--- config.mk ---
export PLATFORM = sky130hd
export DESIGN_NAME = rss_sequencer
export DESIGN_NICKNAME = d
export VERILOG_FILES = /design/src/hdl/rss_pkg.sv /design/src/hdl/rss_sequencer.sv
export SDC_FILE = /design/constraint.sdc
export NUM_CORES = 1
export LEC_CHECK = 0
export ABC_AREA = 1
export BUFFER_PORTS_ARGS = -buffer_cell sky130_fd_sc_hd__buf_2
export CAP_MARGIN = 20
export CORE_ASPECT_RATIO = 1.1
export CORE_UTILIZATION = 35
export DETAILED_ROUTE_END_ITERATION = 10
export SYNTH_ARGS = -nofsm -noshare
export SYNTH_HDL_FRONTEND = slang
export SYNTH_SLANG_ARGS = --single-unit
--- constraint.sdc ---
create_clock -name clock_i -period 2.9 [get_ports clock_i]
set_input_delay 0.145 -clock clock_i [delete_from_list [all_inputs] [get_ports clock_i]]
set_output_delay 0.145 -clock clock_i [all_outputs]
set_load 0.05 [all_outputs]
--- src/hdl/rss_pkg.sv ---
package rss_pkg;

	// ********************
	// timing
	// ********************
	localparam int CLK_NS = 4;
	localparam int PIN_MIN_NS = 100;
	localparam int PIN_MIN_CYC = (PIN_MIN_NS + CLK_NS - 1) / CLK_NS;
	localparam int LONG_CYC = 4096;
	localparam int PIN_CYC = 32;
	localparam int HOLD_CYC = 32;
	localparam int FIN_CYC = 3;
	localparam int WAKE_SHORT_CYC = 32;
	localparam int WAKE_LONG_CYC = 4096;
	localparam logic [7:0] PIN_MIN_CNT = 8'(PIN_MIN_CYC);
	localparam logic [11:0] LONG_LAST = 12'(LONG_CYC - 1);
	localparam logic [11:0] PRESC_LAST = 12'hFFF;
	localparam logic [5:0] PIN_LAST = 6'(PIN_CYC - 1);
	localparam logic [5:0] HOLD_LAST = 6'(HOLD_CYC - 1);
	localparam logic [5:0] FIN_LAST = 6'(FIN_CYC - 1);
	localparam logic [11:0] WAKE_SHORT_LAST = 12'(WAKE_SHORT_CYC - 1);
	localparam logic [11:0] WAKE_LONG_LAST = 12'(WAKE_LONG_CYC - 1);
	localparam logic [5:0] WD_LAST = 6'h3F;

	// ********************
	// register map
	// ********************
	localparam logic [7:0] A_CAUSE = 8'h00;
	localparam logic [7:0] A_OPT1 = 8'h04;
	localparam logic [7:0] A_OPT2 = 8'h08;
	localparam logic [7:0] A_BRK = 8'h0C;
	localparam logic [7:0] A_WDSVC = 8'h10;
	localparam int C_PWR = 0;
	localparam int C_PIN = 1;
	localparam int C_WD = 2;
	localparam int C_BOP = 3;
	localparam int C_BF = 4;
	localparam int C_BO = 5;
	localparam int OPT1_SHORT = 0;
	localparam int OPT1_STOPEN = 1;
	localparam int SVC_LO = 4;
	localparam logic [5:0] CAUSE_RST = 6'h01;
	localparam logic [1:0] OPT1_RST = 2'h0;
	localparam logic OPT2_RST = 1'b0;
	localparam logic BRK_RST = 1'b0;

	// ********************
	// sequencer states
	// ********************
	typedef enum logic [2:0] {
		ST_LONG = 3'h0,
		ST_PIN = 3'h1,
		ST_HOLD = 3'h3,
		ST_FIN = 3'h2,
		ST_RUN = 3'h6,
		ST_STOP = 3'h7,
		ST_WAKE = 3'h5,
		ST_EXT = 3'h4
	} rss_state_e;

endpackage

--- src/hdl/rss_sequencer.sv ---
// What this block does
// - any reset source asserts chip reset, restoring registers, then releases to vector fetch.
// - internal resets clear the prescaler; external pin reset leaves it running.
// - each source sets its own flag in the reset cause register.
// - pin held low halts processing; pin flag needs minimum low time.
// - pin is plain input until reset pin function enable is set.
// - power-up and brownout first count 4096 cycles; pin is low there only for brownout with reset pin function set.
// - internal resets drive pin low 32 cycles, then hold reset 35 more.
// - recovery is 4163 cycles for power-up/brownout, 67 for other internal resets.
// - power-up enables oscillator, gates clocks for all 4163 reset cycles, sets flag, releases after them.
// - watchdog overflow causes internal reset and sets its flag.
// - service write clears watchdog and prescaler stages 12 to 5.
// - prescaler clocks the watchdog every 4096 cycles; after a service write the next clock comes 4080 to 4095 cycles later.
// - watchdog stops during monitor break when break watchdog disable is set.
// - illegal opcode sets its flag and resets.
// - stop with stop enable clear counts as illegal opcode.
// - opcode fetch from unmapped address resets; data read does not.
// - brownout holds pin low until 4128 cycles after recovery, then releases.
// - prescaler has 12 stages plus a 13th that wraps and clocks watchdog.
// - prescaler advances once per quad rate clock period.
// - stop instruction clears the prescaler.
// - stop wake delay is 32 cycles with short wake, else 4096.
// - prescaler runs freely after every reset completes.
// - bus clock runs at one quarter of the quad rate clock.
module rss_sequencer (
	// clock and reset
	input wire logic clock_i,
	input wire logic sys_rst_i,
	// register port
	input wire logic [7:0] addr_i,
	input wire logic [7:0] wr_data_i,
	input wire logic wr_i,
	input wire logic rd_i,
	output logic [7:0] rd_data_o,
	// reset sources
	input wire logic power_up_reset_req_i,
	input wire logic brownout_detect_i,
	input wire logic bad_opcode_i,
	input wire logic stop_exec_i,
	input wire logic opcode_fetch_i,
	input wire logic addr_unmapped_i,
	// break and stop wake
	input wire logic break_active_i,
	input wire logic monitor_mode_i,
	input wire logic wake_i,
	// reset pin, open drain
	input wire logic reset_pin_i,
	output logic reset_pin_o,
	output logic reset_pin_oe_o,
	output logic pin_gpio_o,
	// chip control
	output logic chip_reset_o,
	output logic osc_en_o,
	output logic internal_bus_clocks_o,
	output logic bus_clk_en_o
);

	typedef struct packed {
		rss_pkg::rss_state_e st;
		logic [11:0] presc;
		logic [5:0] step;
		logic [5:0] wd;
		logic [5:0] cause;
		logic [1:0] opt1;
		logic opt2;
		logic brk;
		logic [7:0] rdata;
		logic [2:0] pin_s;
		logic [2:0] bo_s;
		logic [2:0] pwr_s;
		logic pin_q;
		logic bo_q;
		logic pwr_q;
		logic [7:0] low_cnt;
		logic [1:0] ph;
		logic chip_rst;
		logic pin_drv;
		logic gpio;
	} rss_regs_s;

	rss_regs_s r;
	rss_regs_s n;
	logic presc_tick;
	logic wd_en;
	logic wd_ovf;
	logic long_src;
	logic ext_low;
	logic running;
	logic [5:0] src;
	logic quiet;
	logic svc_wr;

	// ********************
	// next state
	// ********************
	always_comb begin
		n = r;
		// three stage sync, change taken when stages two and three agree
		n.pin_s = {r.pin_s[1:0], reset_pin_i};
		n.bo_s = {r.bo_s[1:0], brownout_detect_i};
		n.pwr_s = {r.pwr_s[1:0], power_up_reset_req_i};
		if (r.pin_s[1] == r.pin_s[2]) begin
			n.pin_q = r.pin_s[2];
		end
		if (r.bo_s[1] == r.bo_s[2]) begin
			n.bo_q = r.bo_s[2];
		end
		if (r.pwr_s[1] == r.pwr_s[2]) begin
			n.pwr_q = r.pwr_s[2];
		end
		n.gpio = r.pin_q;
		n.ph = r.ph + 2'h1;
		n.rdata = 8'h00;

		// 13th stage: wrap of the 12 stages is the watchdog clock
		presc_tick = (r.presc == rss_pkg::PRESC_LAST);
		running = (r.st == rss_pkg::ST_RUN);
		wd_en = running && !(break_active_i && monitor_mode_i && r.brk);
		wd_ovf = wd_en && presc_tick && (r.wd == rss_pkg::WD_LAST);
		long_src = r.pwr_q || r.bo_q;
		ext_low = r.opt2 && !r.pin_q;

		// all simultaneous sources flag together
		src = 6'h00;
		src[rss_pkg::C_PWR] = r.pwr_q;
		src[rss_pkg::C_BO] = r.bo_q;
		src[rss_pkg::C_WD] = wd_ovf;
		src[rss_pkg::C_BOP] = running && (bad_opcode_i || (stop_exec_i && !r.opt1[rss_pkg::OPT1_STOPEN]));
		src[rss_pkg::C_BF] = running && opcode_fetch_i && addr_unmapped_i;

		// register reads, answered next cycle
		if (rd_i) begin
			case (addr_i)
				rss_pkg::A_CAUSE: n.rdata = {2'h0, r.cause};
				rss_pkg::A_OPT1: n.rdata = {6'h00, r.opt1};
				rss_pkg::A_OPT2: n.rdata = {7'h00, r.opt2};
				rss_pkg::A_BRK: n.rdata = {7'h00, r.brk};
				default: n.rdata = 8'h00;
			endcase
		end
		// register writes; reset entry below overrides, so a set wins a clear
		if (wr_i) begin
			case (addr_i)
				rss_pkg::A_CAUSE: n.cause = 6'h00;
				rss_pkg::A_OPT1: n.opt1 = wr_data_i[1:0];
				rss_pkg::A_OPT2: n.opt2 = wr_data_i[0];
				rss_pkg::A_BRK: n.brk = wr_data_i[0];
				rss_pkg::A_WDSVC: begin
					n.wd = 6'h00;
					n.presc[11:rss_pkg::SVC_LO] = 8'h00;
				end
				default: n.wd = r.wd;
			endcase
		end

		// sequencer
		case (r.st)
			rss_pkg::ST_RUN: begin
				n.presc = r.presc + 12'h001;
				if (wd_en && presc_tick) begin
					n.wd = r.wd + 6'h01;
				end
				if (wr_i && addr_i == rss_pkg::A_WDSVC) begin
					n.wd = 6'h00;
					n.presc[11:rss_pkg::SVC_LO] = 8'h00;
				end
				if (stop_exec_i && r.opt1[rss_pkg::OPT1_STOPEN]) begin
					n.st = rss_pkg::ST_STOP;
					n.presc = 12'h000;
				end
			end
			rss_pkg::ST_STOP: begin
				// oscillator off, counter parked at zero for the wake delay
				n.presc = 12'h000;
				if (wake_i) begin
					n.st = rss_pkg::ST_WAKE;
				end
			end
			rss_pkg::ST_WAKE: begin
				if (r.presc == (r.opt1[rss_pkg::OPT1_SHORT] ? rss_pkg::WAKE_SHORT_LAST : rss_pkg::WAKE_LONG_LAST)) begin
					n.st = rss_pkg::ST_RUN;
				end
				n.presc = r.presc + 12'h001;
			end
			rss_pkg::ST_LONG: begin
				// restarts while the source is still active, so timing runs from recovery
				if (long_src) begin
					n.presc = 12'h000;
				end else if (r.presc == rss_pkg::LONG_LAST) begin
					n.st = rss_pkg::ST_PIN;
					n.presc = r.presc + 12'h001;
				end else begin
					n.presc = r.presc + 12'h001;
				end
			end
			rss_pkg::ST_PIN: begin
				n.presc = r.presc + 12'h001;
				n.step = r.step + 6'h01;
				if (r.step == rss_pkg::PIN_LAST) begin
					n.st = rss_pkg::ST_HOLD;
					n.step = 6'h00;
				end
			end
			rss_pkg::ST_HOLD: begin
				n.presc = r.presc + 12'h001;
				n.step = r.step + 6'h01;
				if (r.step == rss_pkg::HOLD_LAST) begin
					n.st = rss_pkg::ST_FIN;
					n.step = 6'h00;
				end
			end
			rss_pkg::ST_FIN: begin
				n.presc = r.presc + 12'h001;
				n.step = r.step + 6'h01;
				if (r.step == rss_pkg::FIN_LAST) begin
					n.st = rss_pkg::ST_RUN;
					n.step = 6'h00;
				end
			end
			rss_pkg::ST_EXT: begin
				n.presc = r.presc + 12'h001;
				if (r.low_cnt != rss_pkg::PIN_MIN_CNT) begin
					n.low_cnt = r.low_cnt + 8'h01;
				end
				if (r.pin_q) begin
					n.st = rss_pkg::ST_HOLD;
					n.step = 6'h00;
					if (r.low_cnt == rss_pkg::PIN_MIN_CNT) begin
						n.cause = 6'h00;
						n.cause[rss_pkg::C_PIN] = 1'b1;
					end
				end
			end
			default: n.st = rss_pkg::ST_LONG;
		endcase

		// reset entry takes priority over everything above
		if (src != 6'h00) begin
			n.cause = src;
			n.presc = 12'h000;
			n.step = 6'h00;
			n.wd = 6'h00;
			n.opt1 = rss_pkg::OPT1_RST;
			n.brk = rss_pkg::BRK_RST;
			n.st = long_src ? rss_pkg::ST_LONG : rss_pkg::ST_PIN;
			if (src[rss_pkg::C_PWR]) begin
				n.opt2 = rss_pkg::OPT2_RST;
			end
		end else if (ext_low && (running || r.st == rss_pkg::ST_STOP || r.st == rss_pkg::ST_WAKE)) begin
			n.st = rss_pkg::ST_EXT;
			n.low_cnt = 8'h00;
			n.wd = 6'h00;
			n.opt1 = rss_pkg::OPT1_RST;
			n.brk = rss_pkg::BRK_RST;
		end

		n.chip_rst = !(n.st == rss_pkg::ST_RUN || n.st == rss_pkg::ST_STOP || n.st == rss_pkg::ST_WAKE);
		// pin only driven once software hands it the reset function
		n.pin_drv = n.opt2 && (n.st == rss_pkg::ST_LONG || n.st == rss_pkg::ST_PIN);
	end

	// ********************
	// state register
	// ********************
	always_ff @(posedge clock_i) begin
		if (sys_rst_i) begin
			r <= '0;
			r.st <= rss_pkg::ST_LONG;
			r.cause <= rss_pkg::CAUSE_RST;
			r.opt1 <= rss_pkg::OPT1_RST;
			r.opt2 <= rss_pkg::OPT2_RST;
			r.brk <= rss_pkg::BRK_RST;
			r.pin_s <= 3'h7;
			r.pin_q <= 1'b1;
			r.gpio <= 1'b1;
			r.chip_rst <= 1'b1;
		end else begin
			r <= n;
		end
	end

	// ********************
	// outputs
	// ********************
	// open drain: only ever pulls low
	assign reset_pin_o = 1'b0;
	assign reset_pin_oe_o = r.pin_drv;
	assign pin_gpio_o = r.gpio;
	assign rd_data_o = r.rdata;
	assign chip_reset_o = r.chip_rst;
	assign osc_en_o = (r.st != rss_pkg::ST_STOP);
	assign internal_bus_clocks_o = (r.st == rss_pkg::ST_RUN);
	assign bus_clk_en_o = (r.st == rss_pkg::ST_RUN) && (r.ph == 2'h3);

	// no reset entry of any kind this cycle; keeps the checks below from racing a reset
	assign quiet = (src == 6'h00) && !ext_low;
	assign svc_wr = wr_i && (addr_i == rss_pkg::A_WDSVC);
endmodule

Word-level counts from Yosys, hierarchy flattened
Cells that the tools add are included.

storage, ports and cells
  bits in registers = 70
  bits of input ports = 30
  output and inout bits = 15
  logic and storage cells = 133

cells by class
  add/sub/neg operators = 5
  equal/unequal tests = 28
  multiplexer cells = 40
  bitwise logic cells = 1
  reductions and logical operators = 38

operator list
  kind                                                                      number
  15-bit case mux with 8 select lines                                       1
  6-bit 2-to-1 mux                                                          12
  8-bit 2-to-1 mux                                                          5
  3-bit 2-to-1 mux                                                          10
  12-bit 2-to-1 mux                                                         2
  6-bit case mux with 4 select lines                                        1
  3-bit equality test (second input constant)                               7
  6-bit case mux with 3 select lines                                        1
  8-bit by 4-bit equality test with 1-bit output (second input constant)    2
  8-bit by 5-bit equality test with 1-bit output (second input constant)    2
  16-bit 2-to-1 mux                                                         1
  1-bit logical AND                                                         15
  15-bit 2-to-1 mux                                                         1
  12-bit by 1-bit adder with 12-bit output (second input constant)          1
  6-bit by 1-bit adder with 6-bit output (second input constant)            2
  12-bit equality test                                                      1
  12-bit equality test (second input constant)                              1
  8-bit by 1-bit adder with 8-bit output (second input constant)            1
  8-bit by 3-bit equality test with 1-bit output (second input constant)    1
  8-bit logical NOT                                                         1
  8-bit by 5-bit inequality test with 1-bit output (second input constant)  1
  1-bit logical OR                                                          7
  3-bit by 1-bit equality test with 1-bit output (second input constant)    2
  3-bit by 2-bit equality test with 1-bit output (second input constant)    2
  18 further kinds                                                          32

Longest topological paths before layout
  depth in word-level cells = 12
  mapped depth = 11
  depth with buffers taken out = 11

Worst setup path after synthesis
No wires, ideal clock.

  path type = register -> output
  start point = reg r[68] (netlist bit)
  end point = out bus_clk_en_o
  arrival = 1.625 ns
  path slack = 1.130 ns
  stages on the path, launching flop included = 5
  buffers on the path = 0
  path through = dfxtp_1 > nand2_4 > nor2_4 > inv_2 > nor2_1

on the way
  longest elaborated chain between the ends = 2

ends and longest elaborated chain
  item                       line                  RTL
  start, declared            rss_sequencer.sv:81   rss_regs_s r;
  start signal, assigned     rss_sequencer.sv:278  r <= n;
  3-bit equality test        --
  via internal_bus_clocks_o  rss_sequencer.sv:54   output logic internal_bus_clocks_o,
  1-bit logical AND          rss_sequencer.sv:293  assign bus_clk_en_o = (r.st == rss_pkg::ST_RUN) && (r.ph == 2'h3);
  end, declared              rss_sequencer.sv:55   output logic bus_clk_en_o

The timed path passes the listed nets, and every way through them passes these cells.

Worst setup path after layout
  start point = reg r[55] (netlist bit)
  end point = reg r[51] (netlist bit)

on the way
  longest elaborated chain between the ends = 5

ends and longest elaborated chain
  item                            line                  RTL
  12-bit equality test            rss_sequencer.sv:116  presc_tick = (r.presc == rss_pkg::PRESC_LAST);
  1-bit logical AND (2 in a row)  rss_sequencer.sv:119  wd_ovf = wd_en && presc_tick && (r.wd == rss_pkg::WD_LAST);
  5-bit nonzero test              rss_sequencer.sv:238  if (src != 6'h00) begin
  2-bit OR reduction (no line)    --

Every way passes these cells.
A chain may end at the register's enable or synchronous reset.

==> impl_metrics.py <==
metrics = {
    "route": {
        "avgRoutedWirePerCell_um": 10.41,
        "drc": 0,
        "totalWireLength_mm": 6.300,
        "vias_per_cell": 4.531,
        "vias": 2741,
        "drtIter0Drc": 102,
        "first_pass_iters": 6,
        "drtAntennaViolNets": 0,
    },
    "sta": {
        "period_share_pct": 65.73,
        "grt_setup_unrepaired": "no",
        "clock.fmax_mhz": 524.6,
        "drv_slew": 0,
        "finalSetupTns_ps": 0,
        "finalCriticalPeriod_ps": 1906,
        "hold_violations": 0,
        "setup_viol": 0,
        "setup_slack_ps": 993.9,
        "finalClockSkew_ps": 3.217,
    },
    "clock_network": {
        "cts-hold-fix-buffers": 3,
        "cts_tree": "built",
        "clock_sinks": 68,
        "post_cts_resized": 0,
        "cts_buffers": 9,
        "cts_max_level": 3,
        "path_clk_slew_ps": 70,
        "clock_path_buffers": 2,
        "clock_latency_ps": 330,
        "postCtsSetupBuffers": 0,
        "cts-root-buf": "clkbuf_8",
    },
    "worst_hold_path": {
        "hold_path_class": "in2reg",
    },
    "floorplanning": {
        "start_util_pct": 36.32,
        "num_rows": 36,
        "core_area_um2": 8964,
        "dieArea_um2": 9692,
        "chipWidth_um": 93.96,
        "die_h_um": 103.2,
        "io-pin-count": 45,
    },
    "worst_setup_path": {
        "path_max_fanout": 12,
        "path_buf_inv": 1,
        "crit_type": "reg2reg",
        "path_cells": "ha_1, nand2_1, nor2_1, nand2_1, nor2_1, nand3_2, nand2_4, nor2_4, inv_2, nor3_1",
        "start_kind": "flop",
        "worst_ep_arrival_time_ps": 2120,
        "slowest_stage": "dfxtp_1",
        "required_ps": 3120,
        "slowest_delay_ps": 350,
        "critPathCaptureType": "flop",
        "crit_family": "simple AND/OR/NAND/NOR gates",
    },
    "layout": {
        "syn_to_final_growth_pct": 14.95,
        "drive_above_1_share_pct": 15.48,
        "finish.net_count": 523,
        "mostFrequentLayoutCells": "nor2_1 (84), nand2_1 (82), dfxtp_1 (68), inv_1 (56), buf_2 (35)",
        "final_cells": 605,
        "fill_cells": 941,
        "final_common_cell": "nor2_1",
        "diodes": 0,
    },
    "placed_design": {
        "dp_cells": 586,
        "port_buffers": 35,
        "dp_slack_ps": 989.4,
        "dp_hpwl_mm": 4.779,
        "place.gp.congestion": 0.7830,
    },
    "synthesis": {
        "synth_top_cell_by_area": "dfxtp_1",
        "ys_warn_count": 0,
        "synthArstFlopShare_pct": 0,
        "syn_area_um2": 3256,
        "synth_edf_count": 0,
        "yosysUniqueCellTypes": 36,
        "ys_seq_elements": 68,
        "synth_top_area_share_pct": 41.81,
        "yosysSeqAreaShare_pct": 41.81,
        "synthTopCellsByArea": "dfxtp_1 (42%), nor2_1 (9.7%), nand2_1 (9.5%)",
        "syn_inst": 448,
        "syn_avg_cell_area_um2": 7.267,
        "ys.flop_type": "dfxtp_1",
    },
    "global_routing": {
        "grt_pass1_vias": 2530,
        "grt_max_degree": 23,
        "antenna_found_initial": 0,
        "grt_pass1_wl_mm": 10.89,
        "grt_overflow": 0,
        "grt_usage_pct": 14.18,
    },
    "status": {
        "status": "finished, final reports clean",
    },
    "power": {
        "finalPower_mw": 1.897,
        "ir_drop_v": 0.0001860,
        "power_density_nw_per_um2": 506.8,
        "leakagePower_nw": 1.557,
    },
    "flow_run": {
        "maxCapViolCount": 0,
    },
}
[state kept, by name, indices dropped and copies added (netlist names)]
signal	count
rd_data_o	6
reset_pin_oe_o	1
n	7
chip_reset_o	1
r	52
pin_gpio_o	1
[cell families (layout without fill, tap and decap cells)]
group / Yosys count / count (layout) / share of synthesized area [%]
flip-flops: 68 / 68 / 41.81
AND/OR/NAND/NOR: 238 / 238 / 32.82
multiplexers: 1 / 1 / 0.3075
AO/OA/AOI/OAI: 35 / 35 / 6.034
buffers and inverters: 75 / 116 / 10.03
other: 1 / 3 / 0.1152
XOR/XNOR: 23 / 23 / 6.187
adder cells (fa/ha/maj): 7 / 7 / 2.690
[cells in the mapped netlist (2+ instances only)]
cell type / instances
a21oi_1: 18
nor3_1: 21
xnor2_1: 5
or2_2: 4
o21ai_0: 10
clkbuf_1: 2
ha_1: 7
nand4_1: 7
inv_2: 5
nor2_1: 84
nand2_2: 2
o21ai_2: 2
dfxtp_1: 68
nand3_1: 24
nor2_2: 2
xor2_1: 18
nor2_4: 4
inv_1: 56
buf_4: 9
nand2_1: 82
nand2_4: 3
[worst reg2reg max path, stage by stage (launching register included)]
cell and delay [ps]:
dfxtp_1 350, ha_1 180, nand2_1 90, nor2_1 160
nand2_1 130, nor2_1 200, nand3_2 140, nand2_4 140
nor2_4 70, inv_2 220, nor3_1 90
[routing by layer]
| layer | global-route usage, % | vias to the layer above | part of all wire, % |
|---|---|---|---|
| met5 | 0 | - | 0 |
| met3 | 2.507 | 7 | 2.6 |
| met4 | 6.036 | 0 | 1.5 |
| met2 | 24.59 | 36 | 46 |
| li1 | - | 1465 | - |
| met1 | 17.26 | 1233 | 49 |
[where the power goes]
group	internal (mW)	leakage (nW)	switching, mW
Combinational	0.0287	0.896	0.0518
Sequential	0.945	0.551	0.00589
Clock	0.490	0.110	0.375
Total	1.46	1.56	0.433
[layout make-up]
cell class,count,area [um^2],area share [%]
clock buffers,9,123.9,3.310
clock inverters,7,98.84,2.641
inverters,62,235.2,6.286
multi-input cells,307,1575,42.09
flip-flops and latches,68,1361,36.38
well taps,114,142.6,3.811
repair buffers,38,205.2,5.483
[through the flow]
step	hold slack (ps)	area (um^2)	util [%]
2_1_floorplan	248.8	3263	-
3_3_place_gp	329.2	3490	38.93
3_5_place_dp	332.9	3490	38.93
4_1_cts	56.02	3742	41.75
5_1_grt	62.30	3742	41.75
6_report	69.15	3742	41.75
[path summary, 6_finish.rpt]
path / startpoint / end / slack [ps] / cells past startpoint
max: r[55] / r[51] / 990 / 10
max reg2reg: r[55] / r[51] / 990 / 10
min reg2reg: n[20] / n[21] / 410 / 2
min: wr_data_i[1] / r[36] / 70 / 3
(Power assumes the default switching activity.)
